--- config.mk ---
export PLATFORM = sky130hd
export DESIGN_NAME = cdtrt_top
export DESIGN_NICKNAME = d
export VERILOG_FILES = /design/src/shared/cdtrt_pkg.sv /design/src/core/cdtrt_timebase.sv /design/src/core/cdtrt_top.sv
export SDC_FILE = /design/constraint.sdc
export NUM_CORES = 1
export LEC_CHECK = 0
export ABC_AREA = 1
export ABC_CLOCK_PERIOD_IN_PS = 10060
export BUFFER_PORTS_ARGS = -buffer_cell sky130_fd_sc_hd__buf_2
export CORE_MARGIN = 4
export CORE_UTILIZATION = 33
export CTS_CLUSTER_DIAMETER = 30
export DETAILED_ROUTE_END_ITERATION = 8
export PLACE_DENSITY_LB_ADDON = 0.1
export SYNTH_ARGS = -nofsm -noshare
export SYNTH_HDL_FRONTEND = slang
export SYNTH_SLANG_ARGS = --single-unit
--- constraint.sdc ---
create_clock -name clk_in -period 10.06 [get_ports clk_in]
set_clock_uncertainty 0.15 [all_clocks]
set_input_delay 0.503 -clock clk_in [delete_from_list [all_inputs] [get_ports clk_in]]
set_output_delay 0.503 -clock clk_in [all_outputs]
set_load 0.005 [all_outputs]
--- src/shared/cdtrt_pkg.sv ---
// shared constants and carriers for the countdown timer and rate trim block
package cdtrt_pkg;

   // core clock and time base
   localparam int unsigned CLK_HZ        = 100_000_000;    // core clock rate
   localparam int unsigned CLK_PERIOD_NS = 10;             // core clock period
   localparam int unsigned XTAL_HZ       = 32_768;         // emulated crystal rate
   localparam int unsigned ACC_W         = 28;             // phase accumulator width

   // interrupt auto-return widths in repeat mode, rounded down to whole cycles
   localparam int unsigned PULSE_FAST_NS  = 122_000;       // 0.122 ms, 4096 Hz source
   localparam int unsigned PULSE_SLOW_NS  = 7_810_000;     // 7.81 ms, other sources
   localparam int unsigned PULSE_FAST_CYC = PULSE_FAST_NS / CLK_PERIOD_NS;
   localparam int unsigned PULSE_SLOW_CYC = PULSE_SLOW_NS / CLK_PERIOD_NS;

   // half-minute round request hold time
   localparam int unsigned ADJ_HOLD_NS  = 183_000;         // within the 244 us auto clear
   localparam int unsigned ADJ_HOLD_CYC = ADJ_HOLD_NS / CLK_PERIOD_NS;
   localparam int unsigned CNT_W        = 20;              // width of the long counters

   // register addresses
   localparam logic [3:0] ADDR_TRIM_LO    = 4'h0;          // bank 2
   localparam logic [3:0] ADDR_TRIM_HI    = 4'h1;          // bank 2
   localparam logic [3:0] ADDR_PRESET_LO  = 4'h4;          // bank 2
   localparam logic [3:0] ADDR_PRESET_HI  = 4'h5;          // bank 2
   localparam logic [3:0] ADDR_LIVE_LO    = 4'h6;          // bank 2
   localparam logic [3:0] ADDR_LIVE_HI    = 4'h7;          // bank 2
   localparam logic [3:0] ADDR_TIMER_CTRL = 4'h8;          // bank 2
   localparam logic [3:0] ADDR_CS1_CTRL   = 4'hB;          // bank 1
   localparam logic [3:0] ADDR_CTRL_E     = 4'hE;          // every bank
   localparam logic [3:0] ADDR_CTRL_F     = 4'hF;          // every bank

   // bank numbers after decode
   localparam logic [1:0] BANK_0 = 2'h0;
   localparam logic [1:0] BANK_1 = 2'h1;
   localparam logic [1:0] BANK_2 = 2'h2;

   // field positions
   localparam int unsigned F_BANK_LO  = 2;                 // control F bank select 3:2
   localparam int unsigned F_HALT     = 1;
   localparam int unsigned F_ADJ      = 0;
   localparam int unsigned E_TEST     = 3;
   localparam int unsigned E_TEMP     = 2;
   localparam int unsigned E_IRQ_EN   = 1;
   localparam int unsigned E_FLAG     = 0;
   localparam int unsigned T_RUN      = 3;
   localparam int unsigned T_REPEAT   = 2;
   localparam int unsigned T_SEL_LO   = 0;                 // source select 1:0
   localparam int unsigned TH_ENABLE  = 3;
   localparam int unsigned C_TEMP     = 3;
   localparam int unsigned C_BYPASS   = 2;

   // reset values
   localparam logic [3:0] RST_NIBBLE = 4'h0;
   localparam logic [7:0] RST_BYTE   = 8'h00;

   // sub-second divider
   localparam logic [15:0] SECOND_LEN = 16'h8000;          // crystal counts per second
   localparam logic [15:0] MASK_4096  = 16'h0007;
   localparam logic [15:0] MASK_64    = 16'h01FF;
   localparam logic [3:0]  TRIM_SLOT  = 4'h9;              // trimmed second of each ten

   // countdown source select codes
   typedef enum logic [1:0] {
      CDTRT_SRC_4096 = 2'h0,
      CDTRT_SRC_64   = 2'h1,
      CDTRT_SRC_SEC  = 2'h2,
      CDTRT_SRC_MIN  = 2'h3
   } cdtrt_src_e;

   // parallel bus pins
   typedef struct packed {
      logic       cs_n;
      logic       rd_n;
      logic       wr_n;
      logic [3:0] addr;
      logic [3:0] data;
   } cdtrt_bus_s;

   // time base enables
   typedef struct packed {
      logic tick_4096;
      logic tick_64;
      logic tick_sec;
   } cdtrt_ticks_s;

endpackage

--- src/core/cdtrt_timebase.sv ---
`timescale 1ns/1ps
// crystal emulation, sub-second divider and rate trim
module cdtrt_timebase #(
   parameter int unsigned CLK_HZ = cdtrt_pkg::CLK_HZ
) (
   // clock and reset
   input  wire logic                   clk_in,
   input  wire logic                   rst_in,
   // control
   input  wire logic                   halt_in,
   input  wire logic                   trim_active_in,
   input  wire logic [6:0]             trim_value_in,
   // enables
   output cdtrt_pkg::cdtrt_ticks_s     ticks_out
);

   typedef struct packed {
      logic [cdtrt_pkg::ACC_W-1:0] acc;   // phase of the 32768 Hz rate
      logic [15:0]                 sub;   // crystal counts within the second
      logic [3:0]                  tens;  // second within the ten-second frame
      cdtrt_pkg::cdtrt_ticks_s     ticks; // one-cycle enables
   } cdtrt_tb_state_s;

   cdtrt_tb_state_s s;       // registered state
   cdtrt_tb_state_s next_s;  // next state

   // next state
   always_comb begin
      logic [cdtrt_pkg::ACC_W-1:0] sum;
      logic [15:0]                 len;
      sum    = s.acc + cdtrt_pkg::ACC_W'(cdtrt_pkg::XTAL_HZ);
      len    = cdtrt_pkg::SECOND_LEN;
      next_s = s;
      next_s.ticks = '0;
      // one second in ten is shortened or lengthened by the signed trim code,
      // each crystal count being 1/327680 of ten seconds, about 3.05 ppm
      if (trim_active_in && s.tens == cdtrt_pkg::TRIM_SLOT) begin
         len = cdtrt_pkg::SECOND_LEN - {{9{trim_value_in[6]}}, trim_value_in}; // [RQ20] [RQ23] [RQ24]
      end
      if (halt_in) begin
         // halt clears the divider so the next second starts cleanly
         next_s.acc = '0;
         next_s.sub = '0;
      end else if (sum >= cdtrt_pkg::ACC_W'(CLK_HZ)) begin
         next_s.acc = sum - cdtrt_pkg::ACC_W'(CLK_HZ);
         next_s.ticks.tick_4096 = (s.sub & cdtrt_pkg::MASK_4096) == cdtrt_pkg::MASK_4096;
         next_s.ticks.tick_64   = (s.sub & cdtrt_pkg::MASK_64) == cdtrt_pkg::MASK_64;
         if (s.sub >= len - 16'h0001) begin
            next_s.sub = '0;
            next_s.ticks.tick_sec = 1'b1;
            next_s.tens = (s.tens == cdtrt_pkg::TRIM_SLOT) ? 4'h0 : s.tens + 4'h1;
         end else begin
            next_s.sub = s.sub + 16'h0001;
         end
      end else begin
         next_s.acc = sum;
      end
   end

   // state register
   always_ff @(posedge clk_in or posedge rst_in) begin
      if (rst_in) begin
         s <= '0;
      end else begin
         s <= next_s;
      end
   end

   assign ticks_out = s.ticks;

endmodule

--- src/core/cdtrt_top.sv ---
//
// Function
// RQ1 - countdown flag sets at zero, only 0 clears
// RQ2 - run bit 1 counts, 0 holds count
// RQ3 - irq enable off: flag sets, pin untouched
// RQ4 - level mode: pin low until flag cleared
// RQ5 - repeat mode: short low pulse, flag stays
// RQ6 - pulse 0.122 ms at 4096 Hz, else 7.81 ms
// RQ7 - alarm and timer share the active-low pin
// RQ8 - level mode: zero clears run, count stays zero
// RQ9 - repeat mode: zero reloads preset, keeps counting
// RQ10 - live count nibbles readable, writes ignored
// RQ11 - preset write loads counter, preset is kept
// RQ12 - zero preset never raises a timer interrupt
// RQ13 - source select: 4096 Hz, 64 Hz, second, minute
// RQ14 - interval equals preset times source period
// RQ15 - interval may be short by one period
// RQ16 - counting starts at the write strobe's rising edge
// RQ17 - minute source may be off by a minute
// RQ18 - software expects one late step after stop
// RQ19 - without interrupts, software polls both flags
// RQ20 - enabled trim alters one second per ten
// RQ21 - trim needs enable and chip select or bypass
// RQ22 - software clears trim enable if unused
// RQ23 - trim code is two's complement 3.05 ppm steps
// RQ24 - trim range -195.20 to +192.15 ppm
// RQ25 - control registers E and F in every bank
// RQ26 - bank codes 0,1,2 and 3 maps to 1
//
`timescale 1ns/1ps
module cdtrt_top #(
   parameter int unsigned CLK_HZ         = cdtrt_pkg::CLK_HZ,
   parameter int unsigned PULSE_FAST_CYC = cdtrt_pkg::PULSE_FAST_CYC,
   parameter int unsigned PULSE_SLOW_CYC = cdtrt_pkg::PULSE_SLOW_CYC,
   parameter int unsigned ADJ_HOLD_CYC   = cdtrt_pkg::ADJ_HOLD_CYC
) (
   // clock and reset
   input  wire logic                   clk_in,
   input  wire logic                   rst_in,
   // parallel register bus pins
   input  cdtrt_pkg::cdtrt_bus_s       bus_in,
   output logic [3:0]                  bus_data_out,
   output logic                        bus_data_oe_out,
   // chip select one pin and neighbouring clock logic
   input  wire logic                   chip_select_one_pin_in,
   input  wire logic                   alarm_irq_req_in,
   input  wire logic                   minute_tick_in,
   // interrupt pin, open drain
   output logic                        irq_n_out,
   output logic                        irq_oe_out,
   // towards the calendar
   output logic                        second_tick_out,
   output logic                        half_minute_round_out,
   output logic                        halt_out
);

   typedef struct packed {
      cdtrt_pkg::cdtrt_bus_s bus_s1;       // first synchroniser stage
      cdtrt_pkg::cdtrt_bus_s bus_s2;       // second synchroniser stage
      logic                  wr_n_prev;    // write strobe, one cycle older
      logic                  cs1_s1;       // chip select one, first stage
      logic                  cs1_s2;       // chip select one, second stage
      logic [3:0]            trim_lo;      // rate_trim_low
      logic [3:0]            trim_hi;      // rate_trim_high_enable
      logic [1:0]            cs1_ctrl;     // temp link and trim bypass
      logic [7:0]            preset;       // stored preset
      logic [7:0]            count;        // live down counter
      logic [3:0]            tctrl;        // run, repeat, source select
      logic                  test;         // stored only
      logic                  temp;         // stored only
      logic                  irq_enable;   // countdown_irq_enable
      logic                  flag;         // countdown_event_flag
      logic [1:0]            bank;         // bank select code
      logic                  halt;         // timekeeper halt
      logic                  adj;          // half-minute round pending
      logic [cdtrt_pkg::CNT_W-1:0] adj_cnt;   // round hold counter
      logic [cdtrt_pkg::CNT_W-1:0] pulse_cnt; // repeat pulse counter
      logic                  round_req;    // round request pulse
      logic                  sec_tick;     // second enable copy
      logic [3:0]            data_out;     // read data
      logic                  data_oe;      // read data drive
      logic                  irq_oe;       // pin pulled low
      logic                  irq_n;        // pin level when driven
   } cdtrt_state_s;

   cdtrt_state_s            s;       // registered state
   cdtrt_state_s            next_s;  // next state
   cdtrt_pkg::cdtrt_ticks_s ticks;   // time base enables
   logic                    trim_on; // trim allowed to act

   // trim acts only with its enable and either the pin or the bypass bit
   assign trim_on = s.trim_hi[cdtrt_pkg::TH_ENABLE]
                    & (s.cs1_s2 | s.cs1_ctrl[cdtrt_pkg::C_BYPASS - 2]); // [RQ21]

   // divider chain and rate trim
   cdtrt_timebase #(
      .CLK_HZ (CLK_HZ)
   ) u_timebase (
      .clk_in         (clk_in),
      .rst_in         (rst_in),
      .halt_in        (s.halt),
      .trim_active_in (trim_on),
      .trim_value_in  ({s.trim_hi[2:0], s.trim_lo}),
      .ticks_out      (ticks)
   );

   // bank code 3 is an alias of bank 1
   function automatic logic [1:0] bank_of(input logic [1:0] code);
      logic [1:0] b;
      b = (code == 2'h3) ? cdtrt_pkg::BANK_1 : code; // [RQ26]
      return b;
   endfunction

   // next state
   always_comb begin
      logic       wr_evt;      // write taken this cycle
      logic       rd_act;      // read strobe active
      logic       src_tick;    // selected source enable
      logic       event_hit;   // counter reached zero
      logic [1:0] bank_eff;    // decoded bank
      logic [3:0] addr;        // synchronised address
      logic [3:0] d;           // synchronised write data
      logic [3:0] rdata;       // read mux result
      logic       timer_drive; // timer pulls the pin low
      next_s    = s;
      addr      = s.bus_s2.addr;
      d         = s.bus_s2.data;
      bank_eff  = bank_of(s.bank);
      event_hit = 1'b0;
      rdata     = 4'h0;

      // every bus pin goes through two flops before use
      next_s.bus_s1    = bus_in;
      next_s.bus_s2    = s.bus_s1;
      next_s.wr_n_prev = s.bus_s2.wr_n;
      next_s.cs1_s1    = chip_select_one_pin_in;
      next_s.cs1_s2    = s.cs1_s1;
      next_s.sec_tick  = ticks.tick_sec;
      next_s.round_req = 1'b0;

      // a write is taken on the rising edge of the write strobe
      wr_evt = s.bus_s2.wr_n & ~s.wr_n_prev & ~s.bus_s2.cs_n; // [RQ16]
      rd_act = ~s.bus_s2.cs_n & ~s.bus_s2.rd_n;

      // source select; minute steps follow the calendar carry, so a start
      // or stop may be off by up to a minute
      unique case (cdtrt_pkg::cdtrt_src_e'(s.tctrl[cdtrt_pkg::T_SEL_LO +: 2]))
         cdtrt_pkg::CDTRT_SRC_4096: src_tick = ticks.tick_4096;  // [RQ13]
         cdtrt_pkg::CDTRT_SRC_64:   src_tick = ticks.tick_64;    // [RQ13]
         cdtrt_pkg::CDTRT_SRC_SEC:  src_tick = ticks.tick_sec;   // [RQ13]
         cdtrt_pkg::CDTRT_SRC_MIN:  src_tick = minute_tick_in;   // [RQ13] [RQ17]
      endcase

      // down counter steps on source enables only while running and not halted;
      // a start between enables makes the first step early, so the interval
      // is preset periods or up to one period less
      if (s.tctrl[cdtrt_pkg::T_RUN] && !s.halt && src_tick && s.count != 8'h00) begin // [RQ2] [RQ15]
         if (s.count == 8'h01) begin
            event_hit = 1'b1; // [RQ14]
            if (s.tctrl[cdtrt_pkg::T_REPEAT]) begin
               next_s.count = s.preset; // [RQ9]
            end else begin
               next_s.count = 8'h00; // [RQ8]
               next_s.tctrl[cdtrt_pkg::T_RUN] = 1'b0; // [RQ8]
            end
         end else begin
            next_s.count = s.count - 8'h01;
         end
      end
      // a zero count never steps, so a zero preset raises no event [RQ12]

      // half-minute round request holds, then clears itself
      if (s.adj_cnt != '0) begin
         next_s.adj_cnt = s.adj_cnt - cdtrt_pkg::CNT_W'(1);
         if (s.adj_cnt == cdtrt_pkg::CNT_W'(1)) begin
            next_s.adj = 1'b0;
         end
      end

      // register writes; control E and F decode in every bank
      if (wr_evt) begin
         if (addr == cdtrt_pkg::ADDR_CTRL_E) begin // [RQ25]
            next_s.test       = d[cdtrt_pkg::E_TEST];
            next_s.temp       = d[cdtrt_pkg::E_TEMP];
            next_s.irq_enable = d[cdtrt_pkg::E_IRQ_EN];
            if (!d[cdtrt_pkg::E_FLAG]) begin
               next_s.flag = 1'b0; // [RQ1]
            end
         end else if (addr == cdtrt_pkg::ADDR_CTRL_F) begin // [RQ25]
            next_s.bank = d[cdtrt_pkg::F_BANK_LO +: 2];
            next_s.halt = d[cdtrt_pkg::F_HALT];
            // only a 1 starts a round; a 0 does not cancel it
            if (d[cdtrt_pkg::F_ADJ] && !s.adj) begin
               next_s.adj       = 1'b1;
               next_s.adj_cnt   = cdtrt_pkg::CNT_W'(ADJ_HOLD_CYC);
               next_s.round_req = 1'b1;
            end
         end else if (bank_eff == cdtrt_pkg::BANK_2) begin
            unique case (addr)
               cdtrt_pkg::ADDR_TRIM_LO: next_s.trim_lo = d; // [RQ23]
               cdtrt_pkg::ADDR_TRIM_HI: next_s.trim_hi = d; // [RQ20]
               cdtrt_pkg::ADDR_PRESET_LO: begin
                  next_s.preset[3:0] = d;
                  next_s.count       = {s.preset[7:4], d}; // [RQ11]
               end
               cdtrt_pkg::ADDR_PRESET_HI: begin
                  next_s.preset[7:4] = d;
                  next_s.count       = {d, s.preset[3:0]}; // [RQ11]
               end
               cdtrt_pkg::ADDR_TIMER_CTRL: next_s.tctrl = d; // [RQ2]
               default: ; // live count and unused addresses ignore writes [RQ10]
            endcase
         end else if (bank_eff == cdtrt_pkg::BANK_1 && addr == cdtrt_pkg::ADDR_CS1_CTRL) begin
            next_s.cs1_ctrl = d[cdtrt_pkg::C_TEMP -: 2]; // [RQ21]
         end
      end

      // the event sets the flag after the write, so a clear in the same cycle loses
      if (event_hit) begin
         next_s.flag = 1'b1; // [RQ1]
      end

      // repeat mode gives a fixed-width pulse whose width follows the source
      if (event_hit && s.irq_enable && s.tctrl[cdtrt_pkg::T_REPEAT]) begin // [RQ5]
         if (s.tctrl[cdtrt_pkg::T_SEL_LO +: 2] == cdtrt_pkg::CDTRT_SRC_4096) begin
            next_s.pulse_cnt = cdtrt_pkg::CNT_W'(PULSE_FAST_CYC); // [RQ6]
         end else begin
            next_s.pulse_cnt = cdtrt_pkg::CNT_W'(PULSE_SLOW_CYC); // [RQ6]
         end
      end else if (s.pulse_cnt != '0) begin
         next_s.pulse_cnt = s.pulse_cnt - cdtrt_pkg::CNT_W'(1);
      end

      // level mode holds the pin while the flag stands; without the enable the
      // timer never pulls the pin
      timer_drive = next_s.irq_enable
                    & ((next_s.flag & ~next_s.tctrl[cdtrt_pkg::T_REPEAT])  // [RQ3] [RQ4]
                       | (next_s.pulse_cnt != '0));                        // [RQ5]
      // either source pulls the shared pin, whatever the other's enable
      next_s.irq_oe = timer_drive | alarm_irq_req_in; // [RQ7]
      next_s.irq_n  = ~next_s.irq_oe;

      // read mux
      if (addr == cdtrt_pkg::ADDR_CTRL_E) begin
         rdata = {s.test, s.temp, s.irq_enable, s.flag};
      end else if (addr == cdtrt_pkg::ADDR_CTRL_F) begin
         rdata = {s.bank, s.halt, s.adj};
      end else if (bank_eff == cdtrt_pkg::BANK_2) begin
         unique case (addr)
            cdtrt_pkg::ADDR_TRIM_LO:    rdata = s.trim_lo;
            cdtrt_pkg::ADDR_TRIM_HI:    rdata = s.trim_hi;
            cdtrt_pkg::ADDR_PRESET_LO:  rdata = s.preset[3:0];
            cdtrt_pkg::ADDR_PRESET_HI:  rdata = s.preset[7:4];
            cdtrt_pkg::ADDR_LIVE_LO:    rdata = s.count[3:0]; // [RQ10]
            cdtrt_pkg::ADDR_LIVE_HI:    rdata = s.count[7:4]; // [RQ10]
            cdtrt_pkg::ADDR_TIMER_CTRL: rdata = s.tctrl;
            default:                    rdata = 4'h0;
         endcase
      end else if (bank_eff == cdtrt_pkg::BANK_1 && addr == cdtrt_pkg::ADDR_CS1_CTRL) begin
         rdata = {s.cs1_ctrl, 2'h0};
      end
      // data is driven for as long as the read strobe is seen low
      next_s.data_oe  = rd_act;
      next_s.data_out = rd_act ? rdata : 4'h0;
   end

   // state register; the pin idles released
   always_ff @(posedge clk_in or posedge rst_in) begin
      if (rst_in) begin
         s          <= '0;
         s.bus_s1   <= '{cs_n: 1'b1, rd_n: 1'b1, wr_n: 1'b1, addr: 4'h0, data: 4'h0};
         s.bus_s2   <= '{cs_n: 1'b1, rd_n: 1'b1, wr_n: 1'b1, addr: 4'h0, data: 4'h0};
         s.wr_n_prev <= 1'b1;
         s.preset   <= cdtrt_pkg::RST_BYTE;
         s.trim_lo  <= cdtrt_pkg::RST_NIBBLE;
         s.trim_hi  <= cdtrt_pkg::RST_NIBBLE;
         s.tctrl    <= cdtrt_pkg::RST_NIBBLE;
         s.irq_n    <= 1'b1;
      end else begin
         s <= next_s;
      end
   end

   // outputs straight from flops
   assign bus_data_out          = s.data_out;
   assign bus_data_oe_out       = s.data_oe;
   assign irq_n_out             = s.irq_n;
   assign irq_oe_out            = s.irq_oe;
   assign second_tick_out       = s.sec_tick;
   assign half_minute_round_out = s.round_req;
   assign halt_out              = s.halt;

endmodule

### Word-level counts from Yosys, hierarchy flattened

Cells that the tools add are included.

* output and inout port bits: 10
* register bits: 163

* $lt $le $gt $ge: 2
* mux-type cells: 45
* add/subtract/negate cells: 9
* bitwise logic cells: 18
* eq/ne operators: 20
* reductions and logical operators: 26

Operator list (count)
* $mux W20: 3
* $reduce_bool A20 Y1: 3
* $mux W24: 2
* $mux W44: 1
* $mux W21: 2
* $mux W40: 1
* $sub A20 B1 Y20 const B: 2
* $mux W12: 3
* $mux W4: 9
* $mux W16: 2
* $reduce_and A5 Y1: 6
* $add A28 B16 Y28 const B: 1
* $ge A28 B27 Y1 const B: 1
* $mux W28: 1
* $pmux W4 S7: 1
* $sub A28 B27 Y28 const B: 1
* $mux W23: 1
* $eq A20 B1 Y1 const B: 1
* $eq A4 B4 Y1 const B: 5
* $add A16 B1 Y16 const B: 1
* $eq A4 B3 Y1 const B: 4
* $ge A16 B16 Y1: 1
* $mux W8: 2
* $pmux W8 S2: 1
* other kinds (26): 65

### Logic depth before layout (Yosys ltp)

* depth in word-level cells: 16
* depth in mapped cells: 23

### By module

A second synthesis with hierarchy kept.

* cell total of the unflattened synthesis: 1306
* area total of the unflattened synthesis: 9693.0 um^2

Modules (own cells, without submodules)
* cdtrt_top: area an instance 5859.4 um^2, times used 1, cells an instance 727
* cdtrt_timebase: area an instance 3833.7 um^2, times used 1, cells an instance 579

### Least setup slack after synthesis

Ideal clock, no wire load.

* path kind: reg2reg
* from: reg s[83] (netlist name)
* to: reg u_timebase.s[11] (netlist name)
* setup time: 0.076 ns
* buffers on the path: 0
* stages on the path, launching flop included: 22
* data arrival time: 2.959 ns
* period minus slack after synthesis: 3.185 ns
* slack: 6.875 ns
* path through: dfrtp_1 inv_1 ha_1 nand2_1 nor3_1 nand2_1 ha_1 nor2_1 inv_1 nand2_1 nor2_1 nand2_1 nor2_1 xnor2_1 ha_1 a21oi_1 o21ai_0 nor2_1 nand3_1 nor2_1 nand4_1 o21ai_1

* word-level cells in the longest chain between the ends: 7

RTL lines
* start: declaration: RTL line cdtrt_top.sv:86 `cdtrt_state_s s;`
* start signal: assignment: RTL line cdtrt_top.sv:280 `s <= next_s;`
* $sub A16 B16 Y16: RTL line cdtrt_timebase.sv:38 `len = cdtrt_pkg::SECOND_LEN - {{9{trim_value_in[6]}}, trim_value_in};`
* $mux W16: RTL line cdtrt_timebase.sv:37 `if (trim_active_in && s.tens == cdtrt_pkg::TRIM_SLOT) begin`
* $sub A16 B1 Y16: RTL line cdtrt_timebase.sv:48 `if (s.sub >= len - 16'h0001) begin`
* $ge A16 B16 Y1: RTL line cdtrt_timebase.sv:48
* $mux W16: RTL line cdtrt_timebase.sv:48
* $mux W23: RTL line cdtrt_timebase.sv:44 `end else if (sum >= cdtrt_pkg::ACC_W'(CLK_HZ)) begin`
* $mux W44: RTL line cdtrt_timebase.sv:40 `if (halt_in) begin`
* end signal: assignment: RTL line cdtrt_timebase.sv:65 `s <= next_s;`
* end: declaration: RTL line cdtrt_timebase.sv:24 `cdtrt_tb_state_s s;`

Every way passes these cells. The select of a mux whose other input is x is not followed.
A chain may end at the register's enable or synchronous reset.

### Worst setup path after layout

* from: reg s[83] (netlist name)
* to: reg u_timebase.s[14] (netlist name)

Same word-level chain as after synthesis.

==> out/results.ini <==
[status]
status = finished, final reports clean

[grt]
grt_pass1_vias = 7327
grt_pass1_wl_mm = 37.9
grt_antenna_before_repair = 0
grt-ovfl-total = 0
gr-usage-all-layers = 0.155
grt_max_degree = 84

[floorplan]
coreArea_um2 = 26900
start_util = 0.334
dieArea_um2 = 29900
io_pins = 26
fp.dieH_um = 173
row_count = 60
die_x_um = 173

[logic_synthesis]
yosysWarnings = 0
synth_seq_cells = 155
ys.flop_type = dfrtp_1
syn_area_per_cell_um2 = 7.63
ys_async_sr_fraction = 1.00
ys_seq_area_frac = 0.434
synth_fp_nets = 1225
synth_edf_count = 0
synth_cell_type_count = 52
synth_area_um2 = 8970
syn_inst = 1176

[flow_run]
drv_cap = 0

[place]
gp_congestion = 0.852
dpl-instance-area_um2 = 9440
post-dp-hpwl_mm = 16.4
portBuffers = 25

[critical_path]
cp-startpoint = s[83]
reg2reg_from = s[83]
rrSetupSlack_ns = 6.32
cpPeakStageDelay_ns = 0.39
critPathKind = reg -> reg
start_kind = flop
endpoint_kind = flop
rr_worst_depth = 21
crit_chain = inv_1 > ha_1 > nand2_1 > nor3_1 > nand2_1 > ha_1 > nor2_1 > inv_1 > nand2_1 > nor2_1 > nand2_1 > nor2_1 > xnor2_1 > ha_1 > a21oi_1 > o21ai_0 > nor2_1 > nand3_1 > nor2_1 > nand4_1 > o21ai_1
worst-path-max-fanout = 5
worstPathArrival_ns = 3.94
critPathSlowestCell = dfrtp_1
rr_endpoint = u_timebase.s[14]
crit_required_ns = 10.26
cpMostUsedCell = nor2_1
crit_end = u_timebase.s[14]

[clock_tree]
cts_buffers = 17
h-tree-depth = 4
clk_path_buf_depth = 2
cts_tree = built
path_clk_slew_ns = 0.07
cts_hold_buf = 3
cts_setup_buffers = 0
insertion_delay_ns = 0.43
clock_sinks = 155
cts_root_buf = clkbuf_16
cts_resized = 0

[timing]
slew_viol_final = 0
tightest_slew_ns = 0.967
rsz0062_at_grt = false
clock.fmax_ghz = 0.267
setup_viol = 0
setup_tns_ns = 0
post-route-min-period_ns = 3.74
fin_crit_sh = 0.372
max_slew_margin = 0.355
hold_viol = 0

[route]
via_count = 7492
drt_first_iter_violations = 512
drt_drc_violations_left = 0
firstDrtPassIters = 8
drt-vias-per-instance = 4.79
routed_wl_mm = 22.3
ant_nets = 0
wl_per_cell_um = 14.3

[layout]
area_growth_pct = 11.9
final_cell_mix = 272 x nand2_1, 171 x nor2_1, 160 x inv_1
layout-drive-gt1-share = 0.0777
num_antenna_cells = 0
final_common_cell = nand2_1
finish.instance_area_um2 = 10000
fin_nets = 1259

[power_and_ir_drop]
power.total_mw = 1.63
p_leak_nw = 4.84
power_density_nw_per_um2 = 163
irDropWorstVdd_uv = 108

[worst_hold_path]
min_path_type = in -> async

==> layout make-up <==
| type | instances | area [um2] |
|---|---|---|
| Fill cell | 2884 | 16800 |
| Clock buffer | 20 | 447 |
| Sequential cell | 155 | 3890 |
| Timing Repair Buffer | 29 | 163 |
| Tap cell | 341 | 427 |
| Multi-Input combinational cell | 842 | 4370 |
| Clock inverter | 12 | 118 |
| Inverter | 165 | 624 |
==> cell usage after synthesis (3+ instances only) <==
cell | count | area share
buf_2 | 4 | 0.0022
o21ai_0 | 76 | 0.042
nand3_2 | 4 | 0.0045
xnor2_1 | 10 | 0.0098
nand3b_1 | 4 | 0.0033
nand4_1 | 30 | 0.021
dfrtp_1 | 147 | 0.41
buf_4 | 6 | 0.0050
nand2_1 | 272 | 0.11
inv_2 | 4 | 0.0017
nor2_4 | 3 | 0.0038
xor2_1 | 31 | 0.030
o211ai_1 | 13 | 0.011
nor2_1 | 171 | 0.072
nor2_2 | 6 | 0.0042
a21oi_1 | 45 | 0.025
nor3_1 | 14 | 0.0078
o22ai_1 | 6 | 0.0042
inv_1 | 161 | 0.067
ha_1 | 33 | 0.046
nor4_1 | 4 | 0.0028
o21ai_1 | 15 | 0.0084
nand3_1 | 72 | 0.040
dfstp_2 | 8 | 0.023
==> routing by layer <==
| metal | up-vias | track usage | part of all wire |
|---|---|---|---|
| met5 | - | 0 | 0 |
| met4 | 0 | 0.0409 | 0.011 |
| met3 | 19 | 0.0265 | 0.028 |
| met2 | 102 | 0.251 | 0.47 |
| met1 | 3479 | 0.216 | 0.49 |
| li1 | 3892 | - | - |
==> critical path: cells and delay by family, from the launching register on <==
family / cells / cell delay, ns
compound gates: 3 / 0.31
xor+xnor: 1 / 0.15
fa+ha+maj: 3 / 0.74
buf+inv: 2 / 0.19
flops: 1 / 0.39
simple gates: 12 / 1.73
==> worst min path at each step <==
stage,depth (start not counted),startpoint,to
2_1_floorplan,0,next_s[87],s[87]
3_3_place_gp,0,next_s[90],s[90]
3_5_place_dp,0,next_s[87],s[87]
4_1_cts,1,bus_in[6],next_s[96]
5_1_grt,1,bus_in[5],next_s[95]
6_report,2,rst_in,next_s[97]
==> flip-flops by register name (all words and copies together), names as in the netlist <==
register / flops
s: 89
u_timebase.s: 40
next_s: 13
bus_data_out: 4
u_timebase.ticks_out: 3
bus_data_oe_out: 1
half_minute_round_out: 1
halt_out: 1
irq_n_out: 1
irq_oe_out: 1
second_tick_out: 1
==> power breakdown <==
group / internal [mW] / leakage, nW / switching [mW]
clock: 0.350 / 0.264 / 0.276
combinational: 0.0882 / 2.65 / 0.171
sequential: 0.686 / 1.93 / 0.0592
==> logic make-up (layout without fill, tap and decap cells) <==
group | Yosys count | in the layout | synth area share
xor+xnor | 43 | 43 | 0.0449
simple gates | 593 | 593 | 0.288
fa+ha+maj | 33 | 33 | 0.0460
flops | 155 | 155 | 0.434
compound gates | 173 | 173 | 0.107
buf+inv | 179 | 226 | 0.0796
==> stage by stage <==
step	hold slack, ns	instances	setup slack (ns)	utilization
after floorplan	0.181	1176	5.24	-
after global placement	0.187	1529	6.43	0.351
after detailed placement	0.187	1529	6.32	0.351
after CTS	0.00230	1564	6.30	0.373
after global routing	0.00683	1564	5.81	0.373
final	0.0292	1564	6.32	0.373
Power figures use the tool's default switching activity.
